`src/hw/las_map.vh`:
```
// Register offsets, field positions and codes of the line attribute setup block.
`ifndef LAS_MAP_VH
`define LAS_MAP_VH
// ****************************************
// Register byte addresses
// ****************************************
`define LAS_ADDR_W 16
`define LAS_OFF_CMD 16'hB100
`define LAS_OFF_GREEN_STEP 16'hB144
`define LAS_OFF_ALPHA_RED_STEP 16'hB148
`define LAS_OFF_GREEN_BLUE_INIT 16'hB14C
`define LAS_OFF_ALPHA_RED_INIT 16'hB150
`define LAS_OFF_DEPTH_STEP 16'hB158
`define LAS_OFF_DEPTH_INIT 16'hB15C
`define LAS_OFF_X_ENDPOINTS 16'hB16C
`define LAS_OFF_HORIZ_STEP 16'hB170
`define LAS_OFF_HORIZ_INIT 16'hB174
`define LAS_OFF_FIRST_SCANLINE 16'hB178
`define LAS_OFF_SCANLINE_COUNT 16'hB17C
`define LAS_OFF_STATUS 16'hB180
// ****************************************
// Field positions
// ****************************************
`define LAS_AUTO_LAUNCH_BIT 0
`define LAS_CMD_HI 30
`define LAS_CMD_LO 27
`define LAS_CMD_LINE 4'h8
`define LAS_CMD_NOP 4'hF
`define LAS_CMD_RESET 32'h78000000
`define LAS_LINE_HI 10
`define LAS_DIR_BIT 31
`define LAS_HALF_HI 31
`define LAS_HALF_LO 16
`define LAS_COL_INT_HI 14
`define LAS_COL_INT_LO 7
`define LAS_X_INT_HI 30
`define LAS_X_INT_LO 20
`define LAS_END_MSB 10
`endif

```
`src/hw/las_line_setup.v`:
```
// Line attribute register bank with APB slave and scan-line stepping engine.
// Behaviour
// - Green, red and alpha steps are signed 16-bit values, eight integer bits.
// - Green step sits in bits 31 to 16 and accumulates green.
// - Depth step is a signed 32-bit value accumulated into depth.
// - Endpoint low half: top line last pixel x, bits 15-11 zero.
// - Endpoint high half: bottom line first pixel x, bits 31-27 zero.
// - Horizontal step is a signed 32-bit value accumulated into x.
// - First scan line is bits 10-0 of its register; upper bits reserved.
// - Lines are stepped upward from the bottom, y decreasing each line.
// - Auto launch: count write starts; otherwise command write starts.
// - Number of scan lines comes from count bits 10-0.
// - Count bit 31 gives direction: 0 right-to-left, 1 left-to-right.
//
// Added by the designer: the APB slave port.
`timescale 1ns/10ps
`include "las_map.vh"
module las_line_setup (
	input wire clk_sys, // System clock, 125 MHz.
	input wire rstn, // Asynchronous reset, active low.
	input wire psel, // APB select.
	input wire penable, // APB enable.
	input wire pwrite, // APB direction, high for write.
	input wire [15:0] paddr, // APB byte address.
	input wire [31:0] pwdata, // APB write data.
	output reg [31:0] prdata, // APB read data.
	output reg pready, // APB ready.
	output reg pslverr, // APB error for unmapped address.
	output reg line_busy, // Engine is stepping a line.
	output reg pix_valid, // One pulse per scan line stepped.
	output reg [10:0] pix_y, // Current scan line.
	output reg [10:0] pix_x, // Integer part of current x.
	output reg [31:0] pix_color, // Alpha, red, green, blue integer parts.
	output reg [31:0] pix_z, // Current depth.
	output reg pix_left_to_right, // Span direction of the line.
	output reg [10:0] top_line_last_x, // Last pixel x on topmost line.
	output reg [10:0] bottom_line_first_x // First pixel x on bottommost line.
);

// ****************************************
// Register storage
// ****************************************
	// Parameter words as software last wrote them.
	reg [31:0] cmd_ff;
	reg [15:0] green_step_ff;
	reg [31:0] alpha_red_step_ff;
	reg [31:0] green_blue_init_ff;
	reg [31:0] alpha_red_init_ff;
	reg [31:0] depth_step_ff;
	reg [31:0] depth_init_ff;
	reg [31:0] x_endpoints_ff;
	reg [31:0] horiz_step_ff;
	reg [31:0] horiz_init_ff;
	reg [10:0] first_scanline_ff;
	reg [10:0] scanline_count_ff;

	// Engine state and running accumulators.
	reg dir_ff;
	reg [10:0] lines_left_ff;
	reg [10:0] y_ff;
	reg [31:0] x_acc_ff;
	reg [31:0] z_acc_ff;
	reg [63:0] col_acc_ff;
	reg [2:0] state_ff;
	reg [2:0] nxt_state;

	// Read path and launch decode.
	reg [31:0] rd_mux;
	reg rd_hit;
	wire setup_ph;
	wire wr_access;
	wire [63:0] col_step;
	wire [63:0] nxt_col;
	wire cmd_launch;
	wire cnt_launch;
	wire launch;

	// One-hot engine states.
	localparam [2:0] ST_IDLE = 3'b001;
	localparam [2:0] ST_LOAD = 3'b010;
	localparam [2:0] ST_STEP = 3'b100;

	// Setup is the only cycle in which the slave decodes the address for reads.
	assign setup_ph = psel & ~penable;
	// A write lands only at the access edge, and never for an unmapped address.
	assign wr_access = psel & penable & pready & pwrite & ~pslverr;

// ****************************************
// APB slave
// ****************************************
	// Read data is captured in the setup cycle so every access takes exactly one
	// access cycle; the value seen is the register contents at that setup edge.
	// Unstored bits and the reserved scan-line and count bits read as zero; other words, endpoints included, read back whole.
	always @* begin
		rd_hit = 1'b1;
		rd_mux = 32'h00000000;
		case (paddr)
			`LAS_OFF_CMD: rd_mux = cmd_ff;
			`LAS_OFF_GREEN_STEP: rd_mux = {green_step_ff, 16'h0000};
			`LAS_OFF_ALPHA_RED_STEP: rd_mux = alpha_red_step_ff;
			`LAS_OFF_GREEN_BLUE_INIT: rd_mux = green_blue_init_ff;
			`LAS_OFF_ALPHA_RED_INIT: rd_mux = alpha_red_init_ff;
			`LAS_OFF_DEPTH_STEP: rd_mux = depth_step_ff;
			`LAS_OFF_DEPTH_INIT: rd_mux = depth_init_ff;
			`LAS_OFF_X_ENDPOINTS: rd_mux = x_endpoints_ff;
			`LAS_OFF_HORIZ_STEP: rd_mux = horiz_step_ff;
			`LAS_OFF_HORIZ_INIT: rd_mux = horiz_init_ff;
			`LAS_OFF_FIRST_SCANLINE: rd_mux = {21'h000000, first_scanline_ff};
			`LAS_OFF_SCANLINE_COUNT: rd_mux = {dir_ff, 20'h00000, scanline_count_ff};
			`LAS_OFF_STATUS: rd_mux = {line_busy, 4'h0, lines_left_ff, 5'h00, y_ff};
			default: rd_hit = 1'b0;
		endcase
	end

	// Ready rises for one cycle after every setup cycle; there are no wait states.
	always @(posedge clk_sys or negedge rstn) begin
		if (!rstn) begin
			pready <= 1'b0;
			pslverr <= 1'b0;
			prdata <= 32'h00000000;
		end else if (setup_ph) begin
			// Write cycles and unmapped addresses return zero read data.
			pready <= 1'b1;
			pslverr <= ~rd_hit;
			prdata <= (pwrite || !rd_hit) ? 32'h00000000 : rd_mux;
		end else begin
			pready <= 1'b0;
			pslverr <= 1'b0;
		end
	end

	// Parameter registers carry no reset so power-on contents stay undefined.
	always @(posedge clk_sys) begin
		if (wr_access) begin
			case (paddr)
				`LAS_OFF_GREEN_STEP: green_step_ff <= pwdata[`LAS_HALF_HI:`LAS_HALF_LO];
				`LAS_OFF_ALPHA_RED_STEP: alpha_red_step_ff <= pwdata;
				`LAS_OFF_GREEN_BLUE_INIT: green_blue_init_ff <= pwdata;
				`LAS_OFF_ALPHA_RED_INIT: alpha_red_init_ff <= pwdata;
				`LAS_OFF_DEPTH_STEP: depth_step_ff <= pwdata;
				`LAS_OFF_DEPTH_INIT: depth_init_ff <= pwdata;
				`LAS_OFF_X_ENDPOINTS: x_endpoints_ff <= pwdata;
				`LAS_OFF_HORIZ_STEP: horiz_step_ff <= pwdata;
				`LAS_OFF_HORIZ_INIT: horiz_init_ff <= pwdata;
				`LAS_OFF_FIRST_SCANLINE: first_scanline_ff <= pwdata[`LAS_LINE_HI:0];
				`LAS_OFF_SCANLINE_COUNT: scanline_count_ff <= pwdata[`LAS_LINE_HI:0];
				// The command word lives in the reset block below; status writes are dropped.
				default: ;
			endcase
		end
	end

	// Command and direction are control state and so do get a reset value.
	always @(posedge clk_sys or negedge rstn) begin
		if (!rstn) begin
			cmd_ff <= `LAS_CMD_RESET;
			dir_ff <= 1'b0;
		end else if (wr_access) begin
			// A command write is stored whether or not it launches.
			if (paddr == `LAS_OFF_CMD)
				cmd_ff <= pwdata;
			// Direction is latched on every count write, launched or not.
			if (paddr == `LAS_OFF_SCANLINE_COUNT)
				dir_ff <= pwdata[`LAS_DIR_BIT];
		end
	end

// ****************************************
// Launch decode
// ****************************************
	// A NOP command write clears auto launch without starting anything.
	// Any code other than the line command is only stored and starts nothing.
	assign cmd_launch = wr_access && (paddr == `LAS_OFF_CMD) && !pwdata[`LAS_AUTO_LAUNCH_BIT]
		&& (pwdata[`LAS_CMD_HI:`LAS_CMD_LO] == `LAS_CMD_LINE);
	assign cnt_launch = wr_access && (paddr == `LAS_OFF_SCANLINE_COUNT)
		&& cmd_ff[`LAS_AUTO_LAUNCH_BIT]
		&& (cmd_ff[`LAS_CMD_HI:`LAS_CMD_LO] == `LAS_CMD_LINE);
	assign launch = cmd_launch | cnt_launch;

// ****************************************
// Colour accumulators
// ****************************************
	// Lanes: 0 blue, 1 green, 2 red, 3 alpha. Blue has no stored step and holds.
	// Lanes wrap on overflow with no clamp; software keeps the end values in range.
	assign col_step = {alpha_red_step_ff, green_step_ff, 16'h0000};

	genvar gi;
	generate
		for (gi = 0; gi < 4; gi = gi + 1) begin : g_col
			assign nxt_col[gi*16 +: 16] = col_acc_ff[gi*16 +: 16] + col_step[gi*16 +: 16];
		end
	endgenerate

// ****************************************
// Line engine
// ****************************************
	always @* begin
		nxt_state = state_ff;
		case (state_ff)
			ST_IDLE: begin
				if (launch)
					nxt_state = ST_LOAD;
			end
			ST_LOAD: begin
				// A zero count goes straight back to idle without a single step.
				if (lines_left_ff == 11'h000)
					nxt_state = ST_IDLE;
				else
					nxt_state = ST_STEP;
			end
			ST_STEP: begin
				if (lines_left_ff == 11'h001)
					nxt_state = ST_IDLE;
			end
			default: nxt_state = ST_IDLE;
		endcase
	end

	// Launches that arrive while busy are ignored; the parameters are still stored.
	always @(posedge clk_sys or negedge rstn) begin
		if (!rstn) begin
			state_ff <= ST_IDLE;
			lines_left_ff <= 11'h000;
			y_ff <= 11'h000;
			x_acc_ff <= 32'h00000000;
			z_acc_ff <= 32'h00000000;
			col_acc_ff <= 64'h0000000000000000;
			line_busy <= 1'b0;
			pix_valid <= 1'b0;
		end else begin
			state_ff <= nxt_state;
			// The strobe defaults low so each STEP cycle gives exactly one pulse.
			pix_valid <= 1'b0;
			case (state_ff)
				ST_IDLE: begin
					// A count-write launch takes the count from the bus, as its copy lags an edge.
					if (launch) begin
						line_busy <= 1'b1;
						lines_left_ff <= cnt_launch ? pwdata[`LAS_LINE_HI:0] : scanline_count_ff;
					end
				end
				ST_LOAD: begin
					// The bottom line has the largest y, so y counts down as lines go up.
					y_ff <= first_scanline_ff;
					x_acc_ff <= horiz_init_ff;
					z_acc_ff <= depth_init_ff;
					col_acc_ff <= {alpha_red_init_ff, green_blue_init_ff};
					if (lines_left_ff == 11'h000)
						line_busy <= 1'b0;
				end
				ST_STEP: begin
					// Step words are read live, so rewriting them mid-line bends the line.
					pix_valid <= 1'b1;
					lines_left_ff <= lines_left_ff - 11'h001;
					y_ff <= y_ff - 11'h001;
					x_acc_ff <= x_acc_ff + horiz_step_ff;
					z_acc_ff <= z_acc_ff + depth_step_ff;
					col_acc_ff <= nxt_col;
					if (lines_left_ff == 11'h001)
						line_busy <= 1'b0;
				end
				default: line_busy <= 1'b0;
			endcase
		end
	end

// ****************************************
// Pixel outputs
// ****************************************
	// Values shown with each pulse are those of the line before the step is added.
	// Only the integer part of each colour lane and of x leaves the block.
	// Endpoints and direction are copied with each pulse for one consistent set.
	// All pixel outputs hold their last values between pulses.
	always @(posedge clk_sys or negedge rstn) begin
		if (!rstn) begin
			pix_y <= 11'h000;
			pix_x <= 11'h000;
			pix_color <= 32'h00000000;
			pix_z <= 32'h00000000;
			pix_left_to_right <= 1'b0;
			top_line_last_x <= 11'h000;
			bottom_line_first_x <= 11'h000;
		end else if (state_ff == ST_STEP) begin
			pix_y <= y_ff;
			pix_x <= x_acc_ff[`LAS_X_INT_HI:`LAS_X_INT_LO];
			pix_color <= {col_acc_ff[48+`LAS_COL_INT_HI:48+`LAS_COL_INT_LO],
				col_acc_ff[32+`LAS_COL_INT_HI:32+`LAS_COL_INT_LO],
				col_acc_ff[16+`LAS_COL_INT_HI:16+`LAS_COL_INT_LO],
				col_acc_ff[`LAS_COL_INT_HI:`LAS_COL_INT_LO]};
			pix_z <= z_acc_ff;
			pix_left_to_right <= dir_ff;
			top_line_last_x <= x_endpoints_ff[`LAS_END_MSB:0];
			bottom_line_first_x <= x_endpoints_ff[`LAS_HALF_LO+`LAS_END_MSB:`LAS_HALF_LO];
		end
	end
endmodule // las_line_setup

```
`config.mk`:
```
export PLATFORM = sky130hd
export DESIGN_NAME = las_line_setup
export DESIGN_NICKNAME = d
export VERILOG_FILES = /design/src/hw/las_line_setup.v
export VERILOG_INCLUDE_DIRS = /design/src /design/src/hw
export SDC_FILE = /design/constraint.sdc
export NUM_CORES = 1
export LEC_CHECK = 0
export ABC_AREA = 1
export BUFFER_PORTS_ARGS = -buffer_cell sky130_fd_sc_hd__buf_2
export CORE_MARGIN = 2
export CORE_UTILIZATION = 45
export DETAILED_ROUTE_END_ITERATION = 10
export PLACE_DENSITY = 0.69
export SLEW_MARGIN = 20
export SYNTH_ARGS = -nofsm -noshare
export SYNTH_HDL_FRONTEND = slang
export SYNTH_SLANG_ARGS = --single-unit
```
`constraint.sdc`:
```
create_clock -name clk_sys -period 5.7 [get_ports clk_sys]
set_clock_uncertainty 0.15 [all_clocks]
set_input_delay 1.14 -clock clk_sys [delete_from_list [all_inputs] [get_ports clk_sys]]
set_output_delay 1.14 -clock clk_sys [all_outputs]
set_load 0.03 [all_outputs]
```
==> results of run 1 <==
[per-stage QoR]
step	worst slack [ps]	hold slack, ps	utilization	cells	area (um2)
global placement	1720	300	0.480	4934	34200
global route	2050	330	0.515	5065	36700
CTS	2280	319	0.514	5063	36600
floorplan	1060	292	-	3888	32200
finish	2110	312	0.515	5065	36700
detailed placement	1650	304	0.480	4935	34200
[cells by family after synthesis]
logic type,count (synthesis),synth area share
simple gates,2121,0.281
flops,613,0.522
buf+inv,562,0.0682
compound gates,461,0.0792
fa+ha+maj,112,0.0447
xor+xnor,19,0.00517
[cell type report]
class,instances,share of cell area
antenna,2,0.000137
clock inverter,29,0.00986
inverter,421,0.0434
timing repair buffer,238,0.0363
clock buffer,99,0.0564
multi-input combinational,2713,0.363
tap,950,0.0324
sequential,613,0.459
[how the worst max path moves through the flow]
stage / startpoint / endpoint / slack, ps / cells past startpoint
6_report: paddr[1] / prdata[10] / 2110 / 12
4_1_cts: paddr[0] / alpha_red_init_ff[5] / 2280 / 7
3_3_place_gp: paddr[0] / alpha_red_init_ff[25] / 1720 / 7
3_5_place_dp: paddr[0] / alpha_red_init_ff[25] / 1650 / 7
5_1_grt: paddr[0] / prdata[22] / 2050 / 13
2_1_floorplan: pwrite / depth_step_ff[0] / 1060 / 5
[state kept, by name, summed over array words and instances, names as in the netlist, 16 cells and up]
| name | count |
|---|---|
| prdata | 32 |
| alpha_red_init_ff | 32 |
| green_step_ff | 16 |
| horiz_step_ff | 32 |
| pix_z | 32 |
| z_acc_ff | 32 |
| horiz_init_ff | 32 |
| alpha_red_step_ff | 32 |
| col_acc_ff | 53 |
| depth_init_ff | 32 |
| x_acc_ff | 31 |
| depth_step_ff | 32 |
| green_blue_init_ff | 32 |
| cmd_ff | 32 |
| x_endpoints_ff | 32 |
| pix_color | 32 |
[worst max-delay path, delay by kind of cell]
kind / cells / cell delay, ps
buffers and inverters: 2 / 310
AND/OR/NAND/NOR: 10 / 2540
[per-layer routing]
layer	wire length, um	part of all wire
met5	26	0.00024
met3	11600	0.11
met4	4020	0.036
met1	45600	0.41
met2	49100	0.45
[where the power goes]
part           switching [mW]  total [mW]  internal (mW)
combinational           0.175       0.202         0.0264
sequential           0.000461        4.64           4.64
clock                    1.90        4.77           2.86
[synthesized netlist by cell type]
master       n
clkbuf_1    90
inv_2        7
nor2_1     299
dfstp_2      5
buf_2       28
a31oi_1      6
o31ai_1      3
a21oi_1    126
inv_1      411
nor3b_1      1
a21o_1       3
clkinv_1     3
a22o_1       3
o211ai_1    36
nor2_4      10
nand3_1    276
nand3_2      5
nand2_1   1279
nand2_2      4
xor2_1       6
buf_1       12
or2_2       13
o21bai_1    27
o22ai_1     11
edfxtp_1   294
a21boi_0     5
a22oi_1      3
a221oi_1     1
o221ai_1     4
buf_4        8
nor3_1      22
o21ai_1      2
dfrtp_1    314
nor2_2      11
nor3_2       2
nor4_1       4
fa_1         5
xnor2_1     13
ha_1       107
buf_6        3
o21ai_0    231
nand3b_1    17
nand4_1    178
==> metrics, run 1 <==
most common cell after layout, fill and taps aside nand2_1; total power 9.61 mW; Static Leakage 17.5 nW; Max stage delay on crit path 740 ps; Post-Syn Area 0.0322 mm2; CTS clk-pin slew, worst paths 70 ps; R2R depth 5; worst path cell trace buf_2, nor2_2, nand2_1, nor2_2, inv_2, nor2_2, nand2_1, nand2_1, nor2_1, nand3_1, nand2_1, nand2_1; status finished, final reports clean; Reg2Reg Setup Slack 2590 ps; final setup TNS 0 ps; Worst path slowest cell nor2_2; Post-CTS Setup Bufs 0; Arr. time, crit path 4010 ps; max-cap viol count 0; filler instances 6726; vias in the first global route 26900; initial antenna violation count 9; CP Class input pin to register; largest net degree at the start of global routing 152; CTS Hold Bufs 0; Max Root-Sink Buffers 3; period utilisation layout 0.630; port buffer count 197; antenna-violating nets left 0; Max Slew Vio Count 0; RR Endpoint pix_z[9]; gr usage total 0.297; Skew-Pair Late Insertion Delay 630 ps; #FFs+latches synth 613; critical path endpoint category register; Starting Density 0.452; Post-DP HPWL 78800 um; most frequent cells in the layout nand2_1, inv_1, dfrtp_1; grt ovf 0; met1 Use GR 0.411; type of the most critical hold path register to register; Hold Path Cell Cnt 2; initial detailed-routing violation count 3374; vias per cell 5.61; layer with the highest usage met2; Power Dens Cells 262 mW/mm2; Cells after Synth 3888; GR Util met2 0.460; crit-path max FO 15; met3 usage 0.0604; total die area 0.0738 mm2; WP data required 6120 ps; row cnt 98; largest area contributor in the netlist edfxtp_1; Worst Hold End pix_z[14]; final WL 110000 um; final-report hold violation count 0; Final Setup Violations 0; Critical R2R Launch state_ff[1]; min Tclk post-route 3590 ps; Yosys top cell area share 0.274; register area 0.0168 mm2; total number of vias 28400; worst vdd ir 167 uV; Die X 272 um; synth-to-layout area growth 13.8%; Core Box Area 0.0712 mm2; CTS sink count 613; WL/cell 21.8 um; sequential area share after synthesis 0.522; Slew @ Worst Pin 1120 ps; Most Frequent Cell on Critical Path nand2_1; Residual DRC 0; Synth cell types 43; fraction of layout cells with a size suffix above 1 0.103; hold path start pix_z[14]; Slew headroom 0.248; RD Place Congestion 0.987; CTS tree built; H-tree Lvls 3; Post-CTS Resized 0; drt first pass iters 6; first-pass GRT wire length 166000 um; unrepaired setup endpoints after global routing false; syn nets 4053; Root Buffer clkbuf_16; Die Height 272 um; nets@finish 4221; CTS Buf Count 69; fmax 279 MHz; synth top area cells edfxtp_1, dfrtp_1, nand2_1; Critical Path Source Type input pin; io pins 198; area occupied by multi-input gates 0.0133 mm2; Syn Area/Cell 8.29 um2; warnings from Yosys 0
Power figures use the tool's default switching activity.
==> inputs of run 2 (changes only) <==
- ABC_AREA: 1 -> 0
- PLACE_DENSITY: 0.69 -> 0.72
- clock period: 5.7 -> 2.95 ns (I/O delays scaled with it)
==> metrics, run 2 <==
Worst path slowest cell edfxtp_1 (was nor2_2); worst vdd ir 331 uV (was 167 uV); top-count cell post-synth nand2_1 (unchanged); Static Leakage 16.1 nW (was 17.5 nW); async set-reset flop share out of synthesis 0.520 (unchanged); sw power 3.85 mW (was 2.08 mW); most frequent cells in the layout nand2_1, dfrtp_1, edfxtp_1 (was nand2_1, inv_1, dfrtp_1); clock network power share 0.478 (was 0.496); post-route setup slack -128 ps (was 2110 ps); Critical Path Source Type register (was input pin); worst path cell trace ha_2, fa_2, a21oi_4, o2111ai_4, a31oi_4, o21bai_1, a31o_2, a21oi_2, buf_4, xnor2_2, o21ai_1, a221o_1 (was buf_2, nor2_2, nand2_1, nor2_2, inv_2, nor2_2, nand2_1, nand2_1, nor2_1, nand3_1, nand2_1, nand2_1); #FFs+latches synth 613 (unchanged); total die area 0.0657 mm2 (was 0.0738 mm2); CTS tree built (unchanged); Root Buffer clkbuf_16 (unchanged); syn nets 2660 (was 4053); CTS Buf Count 67 (was 69); Post-DP HPWL 63000 um (was 78800 um); total number of vias 23200 (was 28400); Max Root-Sink Buffers 3 (unchanged); final core utilization 0.569 (was 0.515); fraction of layout cells with a size suffix above 1 0.263 (was 0.103); vias in the first global route 23400 (was 26900); Die Height 256 um (was 272 um); critical path endpoint category register (unchanged); Largest Register col_acc_ff (unchanged); Max Slew Vio Count 0 (unchanged); fmax 325 MHz; met3 usage 0.0469 (was 0.0604); Max stage delay on crit path 410 ps (was 740 ps); grt ovf 0 (unchanged); Pint 14.1 mW (was 7.53 mW); failing checks negative setup slack; final WL 92000 um (was 110000 um); Post-Syn Area 0.0287 mm2 (was 0.0322 mm2); Slew headroom 0.506 (was 0.248); unrepaired setup endpoints after global routing true (was false); gr usage total 0.275 (was 0.297); GR Util met2 0.436 (was 0.460); Primary FF master, synth dfrtp_1 (unchanged); final setup TNS -363 ps (was 0 ps); CTS clk-pin slew, worst paths 70 ps (about the same); crit-path max FO 2 (was 15); period utilisation layout 1.04; WL/cell 24.1 um (was 21.8 um); initial antenna violation count 2 (was 9); Place WS -466 ps (was 1650 ps); Comb power frac 0.023 (was 0.021); Yosys top cell area share 0.308 (was 0.274); CP Class register to register (was input pin to register); final-report hold violation count 0 (unchanged); Residual DRC 0 (unchanged); H-tree Lvls 3 (unchanged); Top Family by Delay on Critical Path compound AO/OA/AOI/OAI gates (was simple AND/OR/NAND/NOR gates); fin cells 3814 (was 5065); Final Setup Violations 8 (was 0); max FFs per register 53 (unchanged); met1 Use GR 0.382 (was 0.411); most common cell after layout, fill and taps aside nand2_1 (unchanged); Starting Density 0.454 (was 0.452); min Tclk post-route 3080 ps; layer with the highest usage met2 (unchanged); port buffer count 197 (unchanged); Syn Area/Cell 11.5 um2 (was 8.29 um2); total power 18.0 mW (was 9.61 mW); vias per cell 6.09 (was 5.61); synth cell count leaders nand2_1, dfrtp_1, edfxtp_1 (was nand2_1, inv_1, dfrtp_1); Arr. time, crit path 3410 ps (was 4010 ps); Core Box Area 0.0631 mm2 (was 0.0712 mm2); first-pass GRT wire length 140000 um (was 166000 um); RD Place Congestion 0.958 (was 0.987); max-cap viol count 0 (unchanged); nets@finish 3079 (was 4221); number of synthesized flops with an enable pin 294 (unchanged); sequential area share after synthesis 0.587 (was 0.522); synth top area cells edfxtp_1, dfrtp_1, nand2_1 (unchanged); WP data required 3290 ps (was 6120 ps); Power Dens Cells 501 mW/mm2 (was 262 mW/mm2); CP bufs+invs 1 (was 2); antenna-violating nets left 0 (unchanged); Synth cell types 81 (was 43); type of the most critical hold path input pin to register (was register to register); Slew @ Worst Pin 742 ps (was 1120 ps); initial detailed-routing violation count 2604 (was 3374); io pins 198 (unchanged); CTS sink count 613 (unchanged); Die X 256 um (was 272 um); Skew-Pair Late Insertion Delay 620 ps (was 630 ps); Switching Share 0.214 (was 0.216); largest area contributor in the netlist edfxtp_1 (unchanged); synth-to-layout area growth 25.2% (was 13.8%); sequential power share 0.499 (was 0.483); row cnt 92 (was 98); Cells after Synth 2495 (was 3888); warnings from Yosys 0 (unchanged); status finished, violations left (was finished, final reports clean); largest net degree at the start of global routing 152 (unchanged); drt first pass iters 6 (unchanged); placed insts 3641 (was 4935)
run 2: stage by stage:
step | area, um2 | hold slack (ps)
floorplan | 28800 | 144
global placement | 32500 | 303
detailed placement | 32500 | 302
CTS | 35400 | 187
global route | 35900 | 213
finish | 35900 | 224
run 2: layer usage:
layer	up-vias	share of wire
li1	10100	-
met1	11600	0.41
met2	1265	0.46
met3	203	0.094
met4	0	0.034
met5	-	0
run 2: cell families (layout without fill, tap and decap cells):
group,Yosys count,after routing,share of synthesized area
flops,613,613,0.587
compound gates,687,687,0.165
mux,112,112,0.0416
buf+inv,165,637,0.0224
simple gates,723,723,0.109
xor+xnor,83,83,0.0254
fa+ha+maj,112,112,0.0502
other cells,0,1,0
run 2: area by class of cell:
cell class              instances  area (um2)
clock buffers                  85        1850
fillers                      5207       27200
clock inverters                37         368
multi-input cells            1717       12100
diodes                          1        2.50
well taps                     846        1060
inverters                      36         139
flip-flops and latches        613       16800
repair buffers                479        3510
run 2: worst paths after layout:
check,slack (ps),startpoint,end,cells past startpoint
worst max-delay path,-130,alpha_red_step_ff[16],col_acc_ff[62],12
worst min-delay path,220,pwdata[17],green_blue_init_ff[17],1
worst max register to register,-130,alpha_red_step_ff[16],col_acc_ff[62],12
worst min register to register,320,pix_color[14],pix_color[14],2
max in group asynchronous,1400,rstn,state_ff[0],3
min in group asynchronous,420,rstn,x_acc_ff[6],2
run 2: power groups by stage:
stage                     clock network [mW]  registers (mW)  logic (mW)
after CTS                               8.69            8.97       0.412
final                                   8.59            8.97       0.414
after global routing                    9.01            8.96       0.441
after floorplan                            0            9.15      0.0872
after global placement                     0            9.14       0.401
after detailed placement                   0            9.14       0.409
run 2: timing repair:
item	in CTS	in global routing
endpoints found under the setup margin	35	39
buffers inserted	32	23
resized for setup	71	88
pin swaps	51	73
hold buffers	1	0
hold endpoints to repair	54	0
